<file path="config.mk">
export PLATFORM = sky130hd
export DESIGN_NAME = pcg_clock_generator
export DESIGN_NICKNAME = d
export VERILOG_FILES = /design/src/logic/pcg_pkg.sv /design/src/logic/pcg_clock_generator.sv
export SDC_FILE = /design/constraint.sdc
export NUM_CORES = 1
export LEC_CHECK = 0
export ABC_CLOCK_PERIOD_IN_PS = 4000
export BUFFER_PORTS_ARGS = -buffer_cell sky130_fd_sc_hd__buf_4
export CAP_MARGIN = 20
export CORE_MARGIN = 8
export CORE_UTILIZATION = 38
export CTS_BUF_LIST = sky130_fd_sc_hd__clkbuf_2
export DETAILED_ROUTE_END_ITERATION = 12
export HOLD_SLACK_MARGIN = 0.12
export SETUP_SLACK_MARGIN = 0.3
export SLEW_MARGIN = 10
export SYNTH_ARGS = -nofsm -noshare
export SYNTH_HDL_FRONTEND = slang
export SYNTH_SLANG_ARGS = --single-unit
</file>
<file path="constraint.sdc">
create_clock -name clk -period 4 [get_ports clk]
set_input_delay 0.6 -clock clk [delete_from_list [all_inputs] [get_ports clk]]
set_output_delay 0.6 -clock clk [all_outputs]
set_load 0.02 [all_outputs]
</file>
<file path="src/logic/pcg_pkg.sv">
package pcg_pkg;

  // Register offsets, the byte address is four times the index.
  localparam logic [7:0] OFS_LOOP_CONTROL = 8'h36;
  localparam logic [7:0] OFS_BANDWIDTH_CONTROL = 8'h37;
  localparam logic [7:0] OFS_MULTIPLIER_HIGH = 8'h38;
  localparam logic [7:0] OFS_MULTIPLIER_LOW = 8'h39;
  localparam logic [7:0] OFS_VCO_RANGE_SELECT = 8'h3A;
  localparam logic [7:0] OFS_REFERENCE_DIVIDER_SELECT = 8'h3B;
  localparam int ADDR_W = 10;
  localparam int IDX_LSB = 2;

  // Loop control fields.
  localparam int BIT_LOCK_IE = 7;
  localparam int BIT_LOCK_CHG = 6;
  localparam int BIT_POWER_ON = 5;
  localparam int BIT_BASE_SEL = 4;
  localparam int BIT_PRE_HI = 3;
  localparam int BIT_PRE_LO = 2;
  localparam int BIT_VPR_HI = 1;
  localparam int BIT_VPR_LO = 0;
  // Bandwidth control fields.
  localparam int BIT_AUTO = 7;
  localparam int BIT_LOCK = 6;
  localparam int BIT_ACQ = 5;

  // Reset values.
  localparam logic [7:0] RST_LOOP_CONTROL = 8'h20;
  localparam logic [7:0] RST_BANDWIDTH_CONTROL = 8'h00;
  localparam logic [3:0] RST_MUL_HIGH = 4'h0;
  localparam logic [7:0] RST_MUL_LOW = 8'h40;
  localparam logic [7:0] RST_VCO_RANGE = 8'h40;
  localparam logic [3:0] RST_REF_DIV = 4'h1;

  // Nominal centre frequency step of the VCO in kHz.
  localparam int F_NOM_KHZ = 125;
  // Lock tolerance in feedback cycles per reference period.
  localparam logic [15:0] LOCK_TOL = 16'h0001;
  localparam logic [15:0] ACQ_TOL = 16'h0004;

  typedef enum logic [1:0] {
    PCG_ACQUIRE = 2'b01,
    PCG_TRACK = 2'b10
  } pcg_mode_e;

  typedef struct packed {
    logic lock_interrupt_enable;
    logic loop_power_on;
    logic base_clock_select;
    logic [1:0] feedback_power_divider;
    logic [1:0] vco_range_exponent;
  } pcg_ctl_s;

endpackage

</file>
<file path="src/logic/pcg_clock_generator.sv">
// Behaviour
// - Base clock is half oscillator or prescaled VCO.
// - System clock taken from base or oscillator.
// - Interrupt enable forced zero when manual.
// - Lock flag and lock read zero manually.
// - Filter mode bit read-only in automatic mode.
// - Base select cleared when off or range zero.
// - Programming registers locked while loop powered.
// - Power-on held set while base select set.
// - Centre frequency output is L times 2^E, with no 125kHz step applied.
// - Reference divided by modulo R.
// - VCO divided by 2^P then by N.
// - Phase detector emits up or down pulses.
// - Lock detector compares frequencies, picks mode and lock.
// - Mode switching automatic or manual.
// - Acquisition mode reads filter bit zero.
// - Tracking whenever not acquiring or bit set.
// - Loop reference is buffered oscillator clock.
// - Lock follows tolerance; toggle requests interrupt.
`timescale 1ns/1ps
`default_nettype none
module pcg_clock_generator (
  input wire logic clk,
  input wire logic rst_b,
  input wire logic [pcg_pkg::ADDR_W-1:0] avs_address,
  input wire logic avs_read,
  input wire logic avs_write,
  input wire logic [31:0] avs_writedata,
  input wire logic [3:0] avs_byteenable,
  output logic [31:0] avs_readdata,
  output logic avs_waitrequest,
  input wire logic oscillator_clock,
  input wire logic vco_clock,
  input wire logic system_clock_from_oscillator,
  output logic loop_reference_clock,
  output logic base_clock_out,
  output logic system_clock_source,
  output logic prescaled_vco_clock,
  output logic divided_reference_clock,
  output logic feedback_clock,
  output logic phase_pump_up,
  output logic phase_pump_down,
  output logic filter_tracking,
  output logic loop_enable,
  output logic [15:0] vco_center_khz,
  output logic lock_irq
);

  ////////////////////////////////////////////////////////////////////////////
  // Input synchronisers for the oscillator and VCO pins.
  logic [1:0] osc_sync;
  logic [1:0] vco_sync;
  logic osc_prev;
  logic vco_prev;
  logic osc_rise;
  logic vco_rise;

  always_ff @(posedge clk or negedge rst_b) begin
    if (!rst_b) begin
      osc_sync <= 2'h0;
      vco_sync <= 2'h0;
      osc_prev <= 1'b0;
      vco_prev <= 1'b0;
    end else begin
      osc_sync <= {osc_sync[0], oscillator_clock};
      vco_sync <= {vco_sync[0], vco_clock};
      osc_prev <= osc_sync[1];
      vco_prev <= vco_sync[1];
    end
  end

  assign osc_rise = osc_sync[1] & ~osc_prev;
  assign vco_rise = vco_sync[1] & ~vco_prev;
  assign loop_reference_clock = osc_sync[1];

  ////////////////////////////////////////////////////////////////////////////
  // Registers.
  pcg_pkg::pcg_ctl_s ctl;
  logic lock_change_flag;
  logic automatic_bw;
  logic filter_wide_mode_bit;
  logic lock_state;
  logic [11:0] feedback_modulo_count;
  logic [7:0] vco_linear_factor;
  logic [3:0] reference_divider_value;
  logic [7:0] reg_index;
  logic wr_go;
  logic rd_go, rd_ack;
  logic lock_toggle;
  logic hw_track;

  assign reg_index = 8'(avs_address[pcg_pkg::ADDR_W-1:pcg_pkg::IDX_LSB]);
  assign wr_go = avs_write & avs_byteenable[0];
  assign rd_go = avs_read & ~rd_ack;
  assign avs_waitrequest = rd_go;

  function automatic logic hit(input logic [7:0] idx, input logic [7:0] ofs);
    hit = (idx == ofs);
  endfunction

  logic wr_ctl;
  logic wr_bw;
  logic prog_open;
  logic [7:0] wd;
  assign wd = avs_writedata[7:0];
  assign wr_ctl = wr_go & hit(reg_index, pcg_pkg::OFS_LOOP_CONTROL);
  assign wr_bw = wr_go & hit(reg_index, pcg_pkg::OFS_BANDWIDTH_CONTROL);
  assign prog_open = ~ctl.loop_power_on;

  always_ff @(posedge clk or negedge rst_b) begin
    if (!rst_b) begin
      ctl.lock_interrupt_enable <= pcg_pkg::RST_LOOP_CONTROL[pcg_pkg::BIT_LOCK_IE];
      ctl.loop_power_on <= pcg_pkg::RST_LOOP_CONTROL[pcg_pkg::BIT_POWER_ON];
      ctl.base_clock_select <= pcg_pkg::RST_LOOP_CONTROL[pcg_pkg::BIT_BASE_SEL];
      ctl.feedback_power_divider <= 2'h0;
      ctl.vco_range_exponent <= 2'h0;
    end else begin
      if (wr_ctl) begin
        ctl.feedback_power_divider <= wd[pcg_pkg::BIT_PRE_HI:pcg_pkg::BIT_PRE_LO];
        ctl.vco_range_exponent <= wd[pcg_pkg::BIT_VPR_HI:pcg_pkg::BIT_VPR_LO];
        if (automatic_bw) begin
          ctl.lock_interrupt_enable <= wd[pcg_pkg::BIT_LOCK_IE];
        end
        if (!ctl.base_clock_select) begin
          ctl.loop_power_on <= wd[pcg_pkg::BIT_POWER_ON];
        end
        if (ctl.loop_power_on && vco_linear_factor != 8'h00) begin
          ctl.base_clock_select <= wd[pcg_pkg::BIT_BASE_SEL];
        end
      end
      if (!automatic_bw) begin
        ctl.lock_interrupt_enable <= 1'b0;
      end
      if (!ctl.loop_power_on || vco_linear_factor == 8'h00) begin
        ctl.base_clock_select <= 1'b0;
      end
    end
  end

  always_ff @(posedge clk or negedge rst_b) begin
    if (!rst_b) begin
      automatic_bw <= pcg_pkg::RST_BANDWIDTH_CONTROL[pcg_pkg::BIT_AUTO];
      filter_wide_mode_bit <= pcg_pkg::RST_BANDWIDTH_CONTROL[pcg_pkg::BIT_ACQ];
    end else begin
      if (wr_bw) begin
        automatic_bw <= wd[pcg_pkg::BIT_AUTO];
      end
      if (automatic_bw) begin
        filter_wide_mode_bit <= hw_track;
      end else if (wr_bw) begin
        filter_wide_mode_bit <= wd[pcg_pkg::BIT_ACQ];
      end
    end
  end

  always_ff @(posedge clk or negedge rst_b) begin
    if (!rst_b) begin
      feedback_modulo_count <= {pcg_pkg::RST_MUL_HIGH, pcg_pkg::RST_MUL_LOW};
      vco_linear_factor <= pcg_pkg::RST_VCO_RANGE;
      reference_divider_value <= pcg_pkg::RST_REF_DIV;
    end else if (wr_go && prog_open) begin
      if (hit(reg_index, pcg_pkg::OFS_MULTIPLIER_HIGH)) begin
        feedback_modulo_count[11:8] <= wd[3:0];
      end
      if (hit(reg_index, pcg_pkg::OFS_MULTIPLIER_LOW)) begin
        feedback_modulo_count[7:0] <= wd;
      end
      if (hit(reg_index, pcg_pkg::OFS_VCO_RANGE_SELECT)) begin
        vco_linear_factor <= wd;
      end
      if (hit(reg_index, pcg_pkg::OFS_REFERENCE_DIVIDER_SELECT)) begin
        reference_divider_value <= wd[3:0];
      end
    end
  end

  // Lock change flag: hardware set wins over a software clear by reading the loop control register.
  always_ff @(posedge clk or negedge rst_b) begin
    if (!rst_b) begin
      lock_change_flag <= 1'b0;
    end else if (!automatic_bw) begin
      lock_change_flag <= 1'b0;
    end else if (lock_toggle) begin
      lock_change_flag <= 1'b1;
    end else if (rd_go && hit(reg_index, pcg_pkg::OFS_LOOP_CONTROL)) begin
      lock_change_flag <= 1'b0;
    end
  end

  assign lock_irq = lock_change_flag & ctl.lock_interrupt_enable;

  // Read multiplexer; a read waits one cycle so its registered data stands at the answer.
  always_ff @(posedge clk or negedge rst_b) begin
    if (!rst_b) begin
      avs_readdata <= 32'h0000_0000;
      rd_ack <= 1'b0;
    end else begin
      rd_ack <= rd_go;
      avs_readdata <= 32'h0000_0000;
      if (rd_go) begin
        case (reg_index)
          pcg_pkg::OFS_LOOP_CONTROL: begin
            avs_readdata[7:0] <= {ctl.lock_interrupt_enable,
              lock_change_flag & automatic_bw, ctl.loop_power_on,
              ctl.base_clock_select, ctl.feedback_power_divider,
              ctl.vco_range_exponent};
          end
          pcg_pkg::OFS_BANDWIDTH_CONTROL: begin
            avs_readdata[7:0] <= {automatic_bw, lock_state & automatic_bw,
              filter_wide_mode_bit, 5'h00};
          end
          pcg_pkg::OFS_MULTIPLIER_HIGH: avs_readdata[3:0] <= feedback_modulo_count[11:8];
          pcg_pkg::OFS_MULTIPLIER_LOW: avs_readdata[7:0] <= feedback_modulo_count[7:0];
          pcg_pkg::OFS_VCO_RANGE_SELECT: avs_readdata[7:0] <= vco_linear_factor;
          pcg_pkg::OFS_REFERENCE_DIVIDER_SELECT: avs_readdata[3:0] <= reference_divider_value;
          default: avs_readdata <= 32'h0000_0000;
        endcase
      end
    end
  end

  ////////////////////////////////////////////////////////////////////////////
  // Dividers.
  logic [3:0] ref_cnt;
  logic [7:0] pre_cnt;
  logic [11:0] fb_cnt;
  logic ref_tick;
  logic fb_tick;
  logic pre_tick;

  always_ff @(posedge clk or negedge rst_b) begin
    if (!rst_b) begin
      ref_cnt <= 4'h0;
      divided_reference_clock <= 1'b0;
    end else begin
      divided_reference_clock <= 1'b0;
      if (osc_rise) begin
        if (ref_cnt + 4'h1 >= reference_divider_value) begin
          ref_cnt <= 4'h0;
          divided_reference_clock <= 1'b1;
        end else begin
          ref_cnt <= ref_cnt + 4'h1;
        end
      end
    end
  end
  assign ref_tick = divided_reference_clock;

  assign pre_tick = vco_rise &&
    ((pre_cnt & 8'((1 << ctl.feedback_power_divider) - 1)) == 8'h00);
  always_ff @(posedge clk or negedge rst_b) begin
    if (!rst_b) begin
      pre_cnt <= 8'h00;
      prescaled_vco_clock <= 1'b0;
    end else begin
      if (vco_rise) begin
        pre_cnt <= pre_cnt + 8'h01;
      end
      if (pre_tick) begin
        prescaled_vco_clock <= ~prescaled_vco_clock;
      end
    end
  end

  always_ff @(posedge clk or negedge rst_b) begin
    if (!rst_b) begin
      fb_cnt <= 12'h000;
      feedback_clock <= 1'b0;
    end else begin
      feedback_clock <= 1'b0;
      if (pre_tick) begin
        if (fb_cnt + 12'h001 >= feedback_modulo_count) begin
          fb_cnt <= 12'h000;
          feedback_clock <= 1'b1;
        end else begin
          fb_cnt <= fb_cnt + 12'h001;
        end
      end
    end
  end
  assign fb_tick = feedback_clock;

  ////////////////////////////////////////////////////////////////////////////
  // Phase detector: pump up from reference edge to feedback edge and back.
  always_ff @(posedge clk or negedge rst_b) begin
    if (!rst_b) begin
      phase_pump_up <= 1'b0;
      phase_pump_down <= 1'b0;
    end else if (!ctl.loop_power_on || (ref_tick && fb_tick)) begin
      phase_pump_up <= 1'b0;
      phase_pump_down <= 1'b0;
    end else if (ref_tick) begin
      phase_pump_up <= ~phase_pump_down;
      phase_pump_down <= 1'b0;
    end else if (fb_tick) begin
      phase_pump_down <= ~phase_pump_up;
      phase_pump_up <= 1'b0;
    end
  end

  // Lock detector counts feedback edges within each reference period.
  logic [15:0] fb_per_ref;
  logic [15:0] err;
  pcg_pkg::pcg_mode_e mode;
  always_ff @(posedge clk or negedge rst_b) begin
    if (!rst_b) begin
      fb_per_ref <= 16'h0000;
      lock_state <= 1'b0;
      mode <= pcg_pkg::PCG_ACQUIRE;
    end else if (!ctl.loop_power_on) begin
      fb_per_ref <= 16'h0000;
      lock_state <= 1'b0;
      mode <= pcg_pkg::PCG_ACQUIRE;
    end else if (ref_tick) begin
      fb_per_ref <= 16'(fb_tick);
      lock_state <= (err <= pcg_pkg::LOCK_TOL);
      case (mode)
        pcg_pkg::PCG_ACQUIRE: if (err <= pcg_pkg::LOCK_TOL) mode <= pcg_pkg::PCG_TRACK;
        pcg_pkg::PCG_TRACK: if (err > pcg_pkg::ACQ_TOL) mode <= pcg_pkg::PCG_ACQUIRE;
        default: mode <= pcg_pkg::PCG_ACQUIRE;
      endcase
    end else if (fb_tick) begin
      fb_per_ref <= fb_per_ref + 16'h0001;
    end
  end
  // Error is the distance from one feedback edge per reference period; zero to two edges lock.
  assign err = (fb_per_ref > 16'h0001) ? fb_per_ref - 16'h0001 : 16'h0001 - fb_per_ref;
  assign hw_track = (mode == pcg_pkg::PCG_TRACK);

  logic lock_prev;
  always_ff @(posedge clk or negedge rst_b) begin
    if (!rst_b) begin
      lock_prev <= 1'b0;
    end else begin
      lock_prev <= lock_state;
    end
  end
  assign lock_toggle = automatic_bw & (lock_state ^ lock_prev);

  ////////////////////////////////////////////////////////////////////////////
  // Base clock selector and outputs.
  logic osc_half;
  always_ff @(posedge clk or negedge rst_b) begin
    if (!rst_b) begin
      osc_half <= 1'b0;
      base_clock_out <= 1'b0;
    end else begin
      if (osc_rise) begin
        osc_half <= ~osc_half;
      end
      if (ctl.base_clock_select) begin
        base_clock_out <= prescaled_vco_clock;
      end else begin
        base_clock_out <= osc_half;
      end
    end
  end

  // Low selects the base clock; high selects the oscillator directly.
  assign system_clock_source = system_clock_from_oscillator ? osc_sync[1] : base_clock_out;
  assign filter_tracking = ~filter_wide_mode_bit ? 1'b0 : 1'b1;
  assign loop_enable = ctl.loop_power_on;
  assign vco_center_khz = 16'(32'(vco_linear_factor) << ctl.vco_range_exponent);

endmodule
`default_nettype wire

</file>
Yosys cells after proc, flatten, opt, wreduce, memory -nomap -nowiden. Cells that the tools add are included.

Flip-flop bits (word level): 124. Input bits: 53. Logic and storage cells: 143. Output and inout port bits: 60.

Add/sub/neg operators: 7. Bitwise operators: 21. Magnitude comparators: 5. Reductions and logical operators: 22. Mux-type cells: 40. Equal/unequal tests: 14. Shifts and indexed selects: 2.

Operators with widths (count): $mux 16 (4); $eq 8x6->1 const B (6); $mux 1 (25); $pmux 4 s5 (1); $add 16x1->16 const B (1); $gt 16x1->1 const B (1); $gt 16x3->1 const B (1); $le 16x1->1 const B (1); $logic_not 8->1 (2); $pmux 4 s4 (1); $shl 8x2->16 (1); $sub 1x16->16 const A (1); $sub 16x1->16 const B (1); $add 12x1->12 const B (1); $ge 12x12->1 (1); $mux 12 (1); $reduce_and 2->1 (6); $and 1x1->1 (10); $not 1->1 (9); $add 8x1->8 const B (1); $and 8x8->8 (1); $mux 2 (4); $mux 8 (1); $reduce_bool 8->1 (1); other kinds (21) (29).

Depth between registers and ports, before layout. Gate-level depths: netlist (run 1).

Depth in word-level cells: 7. Depth in mapped cells: 13. Depth with buffers taken out: 12.

Least setup slack after synthesis (run 1). Ideal clock, no wire load.

Path type: register to register. Start point: reg fb_cnt[0]. End point: reg fb_cnt[0]. Data arrival time: 2.823 ns. Data required time: 3.875 ns. Stages on the path, launching flop included: 13. Setup time: 0.125 ns. Buffers on the path: 1. Clock period less this slack: 2.948 ns. Slack: 1.052 ns. Cell sequence: dfrtp_1 > ha_1 > and3_1 > and3_1 > clkbuf_1 > xor2_1 > ha_1 > a21oi_1 > o211ai_1 > o211ai_1 > a31oi_1 > nor3_1 > mux2_2.

Word-level cells in the longest chain between the ends: 3.

Ends and longest elaborated chain: from (decl) (RTL line pcg_clock_generator.sv:226) `logic [11:0] fb_cnt;`; from (signal assigned) (RTL line pcg_clock_generator.sv:276) `fb_cnt <= fb_cnt + 12'h001;`; $add 12x1->12 * (RTL line pcg_clock_generator.sv:272, pcg_clock_generator.sv:276); $ge 12x12->1 (RTL line pcg_clock_generator.sv:272) `if (fb_cnt + 12'h001 >= feedback_modulo_count) begin`; $mux 12 * (RTL line pcg_clock_generator.sv:272).

Every way passes the cells marked *; elsewhere a longest branch is shown, timed or not. A chain may end at the register's enable or synchronous reset.

Worst setup path in the final report (run 1).
Start point: reg fb_cnt[0]. End point: reg fb_cnt[5].

Same word-level chain as after synthesis.

==> summary.md, run 1 <==
| Metric | Value |
|---|---|
| Most common cell after layout, fill and taps aside | dfrtp_1 |
| Worst-Margin Slew | just under 0.6 ns |
| Setup violations, final | 0 |
| Ys Warns | 0 |
| Share of flip-flops with an asynchronous set or reset | between 90% and 100% |
| Mapped Area | 0.00579 mm2 |
| Share of the clock period used by the worst path | 77.4% |
| Critical Path Fanout Max | 8 |
| Main combinational cell family by area after synthesis | simple AND/OR/NAND/NOR gates |
| Mux contribution to synthesized area | 9.29% |
| Max Root-Sink Buffers | 2 |
| Initial DRC count | between 300 and 400 |
| Prevailing post-synth register cell | dfrtp_1 |
| HP Class | in2reg |
| Register Area | ~0.0025 mm2 |
| Hpwl dp | 10400 um |
| Starting Density | between 30% and 40% |
| Post-DR vias/cell | 5.23 |
| Antenna viol nets, final | 0 |
| Arrival time worst endpoint | roughly 3.6 ns |
| Share of cells above drive strength 1 | between 10% and 20% |
| Core Box Area | approximately 0.015 mm2 |
| Relative slew slack | between 60% and 70% |
| Max-slew violations | 0 |
| Rows | 45 |
| Post-CTS Resized | 0 |
| Syn Inst Count | a little under 600 |
| GRT Util Overall | 14.1% |
| ANT cells | 0 |
| Initial DRT Pass Iterations | 5 |
| GR Overflow Total | 0 |
| Layout area overhead | 11.0% |
| Num ports | between 100 and 150 |
| Vias post-DR | between 4000 and 5000 |
| Crit path capture type | flip-flop |
| RSZ-0062 raised after global routing | no |
| Multi-input logic area | between 0.003 and 0.004 mm2 |
| Synth unique cells | between 60 and 70 |
| Clock Latency Late Sink | 0.60 ns |
| Die Y-Extent | around 140 um |
| # fillers | roughly 1400 |
| Max Cap Violations | 0 |
| EDFF count, synth | 0 |
| PortBufs | 54 |
| Wirelength, routed | 13600 um |
| Synth Area per Inst | around 9.8 um2 |
| Global-route wire length before repair | roughly 22000 um |
| Die width | ~140 um |
| Simple logic cell fraction of the synthesized area | between 10% and 20% |
| CTS Buf Count | 9 |
| CP Class | reg2reg |
| Worst-path clk slew | 0.27 ns |
| Final TNS setup | 0 ns |
| Seq/Total Area, Yosys | 42.9% |
| Final nets | 721 |
| # H-tree levels | 3 |
| Lkg Pwr | 3.09 nW |
| Number of antenna violations at the first check in global routing | 0 |
| Die ar. | slightly below 0.02 mm2 |
| Pwr Density | 312 mW/mm2 |
| Drt drc | 0 |
| Critical Path RT | 4.53 ns |
| Synth Area in Compound Gates | around an eighth |
| Clk sinks | a little under 100 |
| Pwr Total | between 2 and 2.5 mW |
| CP startpoint kind | flip-flop |
| Final Hold Fails | 0 |
| F_max | 0.323 GHz |
| CTS tree | yes |
| Outcome | finished clean |
| RePlAce Congestion | 0.803 |
| XOR/XNOR share of the synthesized area | 5.29% |
| Max Clock Skew | 0.0516 ns |
| Min Clock Period, post-route | between 3 and 4 ns |
| Worst vdd ir | between 0.1 and 0.15 mV |
| DR WL/cell | roughly 16 um |
| Vias in the first global route | ~4400 |
| Commonest cells after routing, fill and taps aside | dfrtp_1 (94), buf_4 (58), nand2_1 (50) |
| Synth Register Bits | 99 |
| Adder-Cell Fraction of Synth Area | under 10% |
| Root Buffer | clkbuf_2 |
| Pin count of the biggest net entering global routing | 82 |
==> cells by family after synthesis <==
logic type / after synthesis
adders and majority gates: 27
and+or+nand+nor: 190
muxes: 50
other: 1
buffers and inverters: 79
AOI/OAI and AO/OA: 109
DFF: 99
xor gates and xnor gates: 35
==> power breakdown <==
group	leakage [nW]	internal [mW]	switching, mW
clock network	0.0634	0.140	0.355
registers	1.28	1.08	0.0815
logic	1.75	0.150	0.199
total	3.09	1.37	0.636
==> final cells by class <==
type                            count  share of cell area (%)
Sequential cell                    99                    38.6
Multi-Input combinational cell    440                    46.7
Inverter                           29                    1.69
Timing Repair Buffer               62                    7.55
Clock buffer                        9                   0.701
Tap cell                          188                    3.66
Clock inverter                      7                    1.03
==> registers in the layout (all words and copies together) (netlist names), 2 cells and up <==
register and count:
feedback_modulo_count 12, pre_cnt 7, mode 2, fb_per_ref 16, osc_sync 2, ref_cnt 4, avs_readdata 8, reference_divider_value 4
vco_linear_factor 8, fb_cnt 12, ctl 6, vco_sync 2
==> final timing paths <==
check	from	to	slack, ns	cells after the start
max	fb_cnt[0]	fb_cnt[5]	0.91	14
min	avs_writedata[6]	feedback_modulo_count[6]	0.20	3
max reg2reg	fb_cnt[0]	fb_cnt[5]	0.91	14
min reg2reg	osc_sync[0]	osc_sync[1]	0.38	0
max in group asynchronous	rst_b	mode[0]	2.79	3
min in group asynchronous	rst_b	fb_cnt[7]	0.48	2
==> through the flow <==
stage / std cells / area [um2] / util [%] / setup WS (ns) / hold WS [ns]
final: 834 / 6430 / 42.8 / 0.905 / 0.200
after global routing: 834 / 6430 / 42.8 / 0.736 / 0.151
after CTS: 833 / 6410 / 42.6 / 0.920 / 0.122
after detailed placement: 814 / 6270 / 41.7 / 0.964 / 0.335
after global placement: 814 / 6270 / 41.7 / 1.06 / 0.334
after floorplan: 618 / 5900 / - / 1.05 / 0.304
==> synth_stat cells (all sizes together) (5+ instances only) <==
cell type,instances,area [um2]
nor2,44,165
or3,8,51.3
a22o,10,87.6
and4,5,46.3
nand2b,10,62.6
mux2i,20,200
dfrtp,94,2350
xnor2,17,149
and3,13,82.6
a21oi,25,125
a22oi,6,45.0
nor2b,12,75.1
mux2,30,338
nand3,16,80.1
inv,29,109
nand2,50,188
o31ai,7,52.6
xor2,18,158
clkbuf,17,63.8
buf,33,235
nand4,6,37.5
dfstp,5,131
o21ai,30,150
ha,27,338
==> repair_timing <==
action                                 4_1_cts  5_1_grt
hold buffers                                 3        0
setup buffers                                0        0
endpoints found under the hold margin       17        0
setup endpoints to repair                    0        0
==> critical path, stage by stage, from the launching register on <==
cell	delay [ns]
dfrtp_1	0.49
ha_1	0.25
and3_1	0.21
and3_1	0.27
nand3_1	0.12
xnor2_1	0.26
ha_1	0.25
nor2_1	0.06
o211ai_1	0.10
o211ai_1	0.13
a31oi_1	0.20
buf_4	0.18
nor3_1	0.08
buf_4	0.20
a22o_1	0.22
==> per-layer routing <==
| layer | track usage, % | vias to the layer above | routed length, um |
|---|---|---|---|
| li1 | - | 2129 | - |
| met1 | 17.2 | 2142 | 6250 |
| met2 | 23.7 | 76 | 6620 |
| met3 | 2.77 | 17 | 496 |
| met4 | 5.95 | 0 | 250 |
| met5 | 0 | - | 0 |
No activity file was read; power rests on OpenSTA's default activity.
==> run 2: changes to the inputs <==
--- a/config.mk
+++ b/config.mk
@@ -5,7 +5,8 @@
 export SDC_FILE = /design/constraint.sdc
 export NUM_CORES = 1
 export LEC_CHECK = 0
-export ABC_CLOCK_PERIOD_IN_PS = 4000
+export ABC_AREA = 1
+export ABC_CLOCK_PERIOD_IN_PS = 2560
 export BUFFER_PORTS_ARGS = -buffer_cell sky130_fd_sc_hd__buf_4
 export CAP_MARGIN = 20
 export CORE_MARGIN = 8
==> constraint.sdc (replaced) <==
create_clock -name clk -period 2.56 [get_ports clk]
set_input_delay 0.384 -clock clk [delete_from_list [all_inputs] [get_ports clk]]
set_output_delay 0.384 -clock clk [all_outputs]
set_load 0.02 [all_outputs]
==> run 2 against run 1 <==
- the run now ends with negative setup slack left
- final area rose by 21%
- sequential share of layout area shrank 6.5 points
- final cell count up 37%
- first-iteration DRC count decreased by 9.3%
- synthesized area increased by 6.6%
- setup slack lost 0.97 ns
- clock skew down 0.0057 ns
- core utilization is 6.0 points higher
- critical endpoint is now feedback_clock
- largest power group unchanged
- highest routed layer unchanged
==> summary.md, run 2 <==
| Metric | Value |
|---|---|
| F_max | roughly 0.38 GHz |
| Reg power frac | 48.1% |
| Die Y-Extent | about 140 um |
| Switching pwr | roughly 1.3 mW |
| Mapped Area | slightly above 0.006 mm2 |
| Max Root-Sink Buffers | 2 |
| Syn Inst Count | between 700 and 800 |
| CP peak stage delay | 0.45 ns |
| # H-tree levels | 3 |
| Synth area leader | dfrtp_1 |
| Critical Path RT | roughly 3.1 ns |
| Hold endpoint | avs_readdata[6] |
| Lkg Pwr | just under 4 nW |
| Slowest cell on crit path | dfrtp_1 |
| Max-slew violations | 0 |
| Layout area overhead | 25.5% |
| CP startpoint kind | flip-flop |
| Worst Setup SP | fb_cnt[4] |
| Clock Latency Late Sink | 0.62 ns |
| Reg2reg start | fb_cnt[4] |
| DR WL/cell | 14.6 um |
| GR Overflow Total | 0 |
| Share of flip-flops with an asynchronous set or reset | 100% |
| Rows | 46 |
| CP dominant cell by count | buf_4 |
| Global-route wire length before repair | 26700 um |
| Critical-path cell list | buf_4, buf_4, nand4_1, nor2_2, buf_4, buf_4, xnor2_1, inv_1, ha_4, a21oi_1, o21ai_1, nand2_1, o211ai_1, a31oi_1, nand2_2, buf_6, nand2_2, inv_1 |
| Largest delay share family, worst path | buffers and inverters |
| Most common cell after layout, fill and taps aside | nand2_1 |
| Critical Path Fanout Max | 4 |
| # placed instances | 1095 |
| Largest register FFs | 16 |
| HP Class | in2reg |
| Initial DRC count | between 200 and 300 |
| Final nets | between 1000 and 1500 |
| Worst R2R Path Depth | 18 |
| Core Box Area | 0.0159 mm2 |
| RePlAce Congestion | between 0.8 and 0.9 |
| Vias post-DR | 5483 |
| Seq/Total Area, Yosys | around two fifths |
| Outcome | finished with violations |
| Relative slew slack | about 62% |
| Worst hold margin | between 0.15 and 0.2 ns |
| Post-route setup slack | -0.0651 ns |
| Clock share of power | about a quarter |
| Commonest cells after routing, fill and taps aside | nand2_1 (176), inv_1 (108), buf_4 (103) |
| Setup violations, final | 13 |
| Worst-Margin Slew | 0.563 ns |
| Starting Density | between 30% and 40% |
| Biggest regs | fb_per_ref: 16 flops, fb_cnt: 12 flops, feedback_modulo_count: 12 flops |
| Min Clock Period, post-route | 2.63 ns |
| Worst-path clk slew | around 0.27 ns |
| GRT Util Overall | about 16% |
| Top cells by instance count after synthesis | nand2_1 (185), inv_1 (110), dfrtp_1 (94), o21ai_0 (73), nor2_1 (62) |
| Antenna viol nets, final | 0 |
| PortBufs | 54 |
| RSZ-0062 raised after global routing | yes |
| Arrival time worst endpoint | around 3.1 ns |
| EDFF count, synth | 0 |
| Synth top area cells | dfrtp_1 (38%), nand2_1 (11%), inv_1 (6.7%) |
| Die ar. | 0.0206 mm2 |
| CTS tree | yes |
| Share of cells above drive strength 1 | roughly a quarter |
| DP Area | around 0.007 mm2 |
| Initial DRT Pass Iterations | 5 |
| Clk sinks | just under 100 |
| Max Clock Skew | 0.0459 ns |
| Hpwl dp | 12400 um |
| Final Core Density | 48.8% |
| Ys Warns | 0 |
| Int Power | approximately 2.4 mW |
| Top-count cell post-synth | nand2_1 |
| Non-filler instance count after layout | 1146 |
| CP Class | reg2reg |
| Hold path startpoint | avs_address[2] |
| Yosys top cell area share | 38.1% |
| Share of the clock period used by the worst path | 103% |
| Die width | ~140 um |
| Drt drc | 0 |
| Crit path capture type | flip-flop |
| Combinational share of power | about 28% |
| Sw frac | about a third |
| Worst hold stages | 3 |
| R2r endpoint | feedback_clock |
| Num ports | about 110 |
| Final TNS setup | -0.483 ns |
| Synth unique cells | 48 |
| Buf/Inv on CP | 7 |
| Pwr Density | ~480 mW/mm2 |
| Most flops, register | fb_per_ref |
| Post-route cell area | about 0.0077 mm2 |
| Final Hold Fails | 0 |
| Max Cap Violations | 0 |
| Vias in the first global route | ~5300 |
| Root Buffer | clkbuf_2 |
| Pin count of the biggest net entering global routing | 54 |
| Synth Area per Inst | between 7 and 8 um2 |
| Number of antenna violations at the first check in global routing | 1 |
| Post-DR vias/cell | 4.78 |
| CTS Buf Count | 9 |
| Prevailing post-synth register cell | dfrtp_1 |
| Worst vdd ir | 0.646 mV |
| Wirelength, routed | ~17000 um |
| Failing checks | negative setup slack |
| Synth Register Bits | 99 |
| R2R Setup Slk | -0.07 ns |
run 2: changes by cell type after synthesis, moves of 12 or more:
cell	previous run	this run
xnor2_1	17	5
and3_1	12	0
nand3_1	16	43
nand2_1	50	185
inv_1	29	110
o21ai_0	29	73
mux2_2	30	0
nor2b_1	12	0
mux2i_1	20	4
nor2_1	44	62
run 2: cells by family after synthesis:
group,share of synthesized area [%]
buf+inv,11.3
flops,40.2
mux,0.649
simple gates,26.3
xor+xnor,3.97
compound gates,12.1
fa+ha+maj,5.47
other cells,0.0607
run 2: worst max path at each step:
stage | endpoint | cells after the start
after CTS | feedback_clock | 18
after global routing | feedback_clock | 15
after global placement | fb_cnt[10] | 18
after floorplan | fb_cnt[10] | 18
after detailed placement | fb_cnt[10] | 18
final | feedback_clock | 18
run 2: layout make-up:
cell class / count / area [um2]
tap: 216 / 270
clock inverter: 6 / 88.8
inverter: 118 / 450
timing repair buffer: 122 / 990
fill: 1627 / 8140
sequential: 99 / 2490
clock buffer: 10 / 50.0
multi-input combinational: 573 / 3400
timing repair inverter: 1 / 5.00
antenna: 1 / 2.50
run 2: worst reg2reg max path, cell delays in order, from the launching register on:
cell and delay (ns):
dfrtp_1 0.45, buf_4 0.13, buf_4 0.13, nand4_1 0.12, nor2_2 0.07, buf_4 0.12, buf_4 0.12, xnor2_1 0.12
inv_1 0.10, ha_4 0.22, a21oi_1 0.13, o21ai_1 0.10, nand2_1 0.07, o211ai_1 0.09, a31oi_1 0.18, nand2_2 0.13
buf_6 0.16, nand2_2 0.04, inv_1 0.03
run 2: stage by stage:
step | power [mW] | setup WS, ns
2_1_floorplan | 2.37 | 0.0871
3_3_place_gp | 2.73 | -0.0497
3_5_place_dp | 2.74 | -0.0677
4_1_cts | 3.73 | -0.0591
5_1_grt | 3.95 | -0.230
6_report | 3.74 | -0.0651
run 2: per-layer routing:
layer	vias up	routed length [um]	global-route usage [%]
li1	2797	-	-
met1	2539	7560	20.2
met2	125	8100	28.4
met3	22	742	3.38
met4	0	278	5.20
met5	-	0	0
run 2: what timing repair did:
item / in CTS / in global routing
pin swaps: 14 / 18
resized for setup: 32 / 59
cloned: 1 / 1
setup buffers: 7 / 13
hold buffers: 12 / 0
endpoints found under the setup margin: 25 / 27
endpoints found under the hold margin: 82 / 0
run 2: power groups by stage:
stage / clock, mW / combinational (mW) / sequential, mW
2_1_floorplan: 0 / 0.527 / 1.84
3_5_place_dp: 0 / 0.916 / 1.83
4_1_cts: 0.924 / 1.01 / 1.80
6_report: 0.890 / 1.05 / 1.80
5_1_grt: 0.974 / 1.16 / 1.82
3_3_place_gp: 0 / 0.909 / 1.82
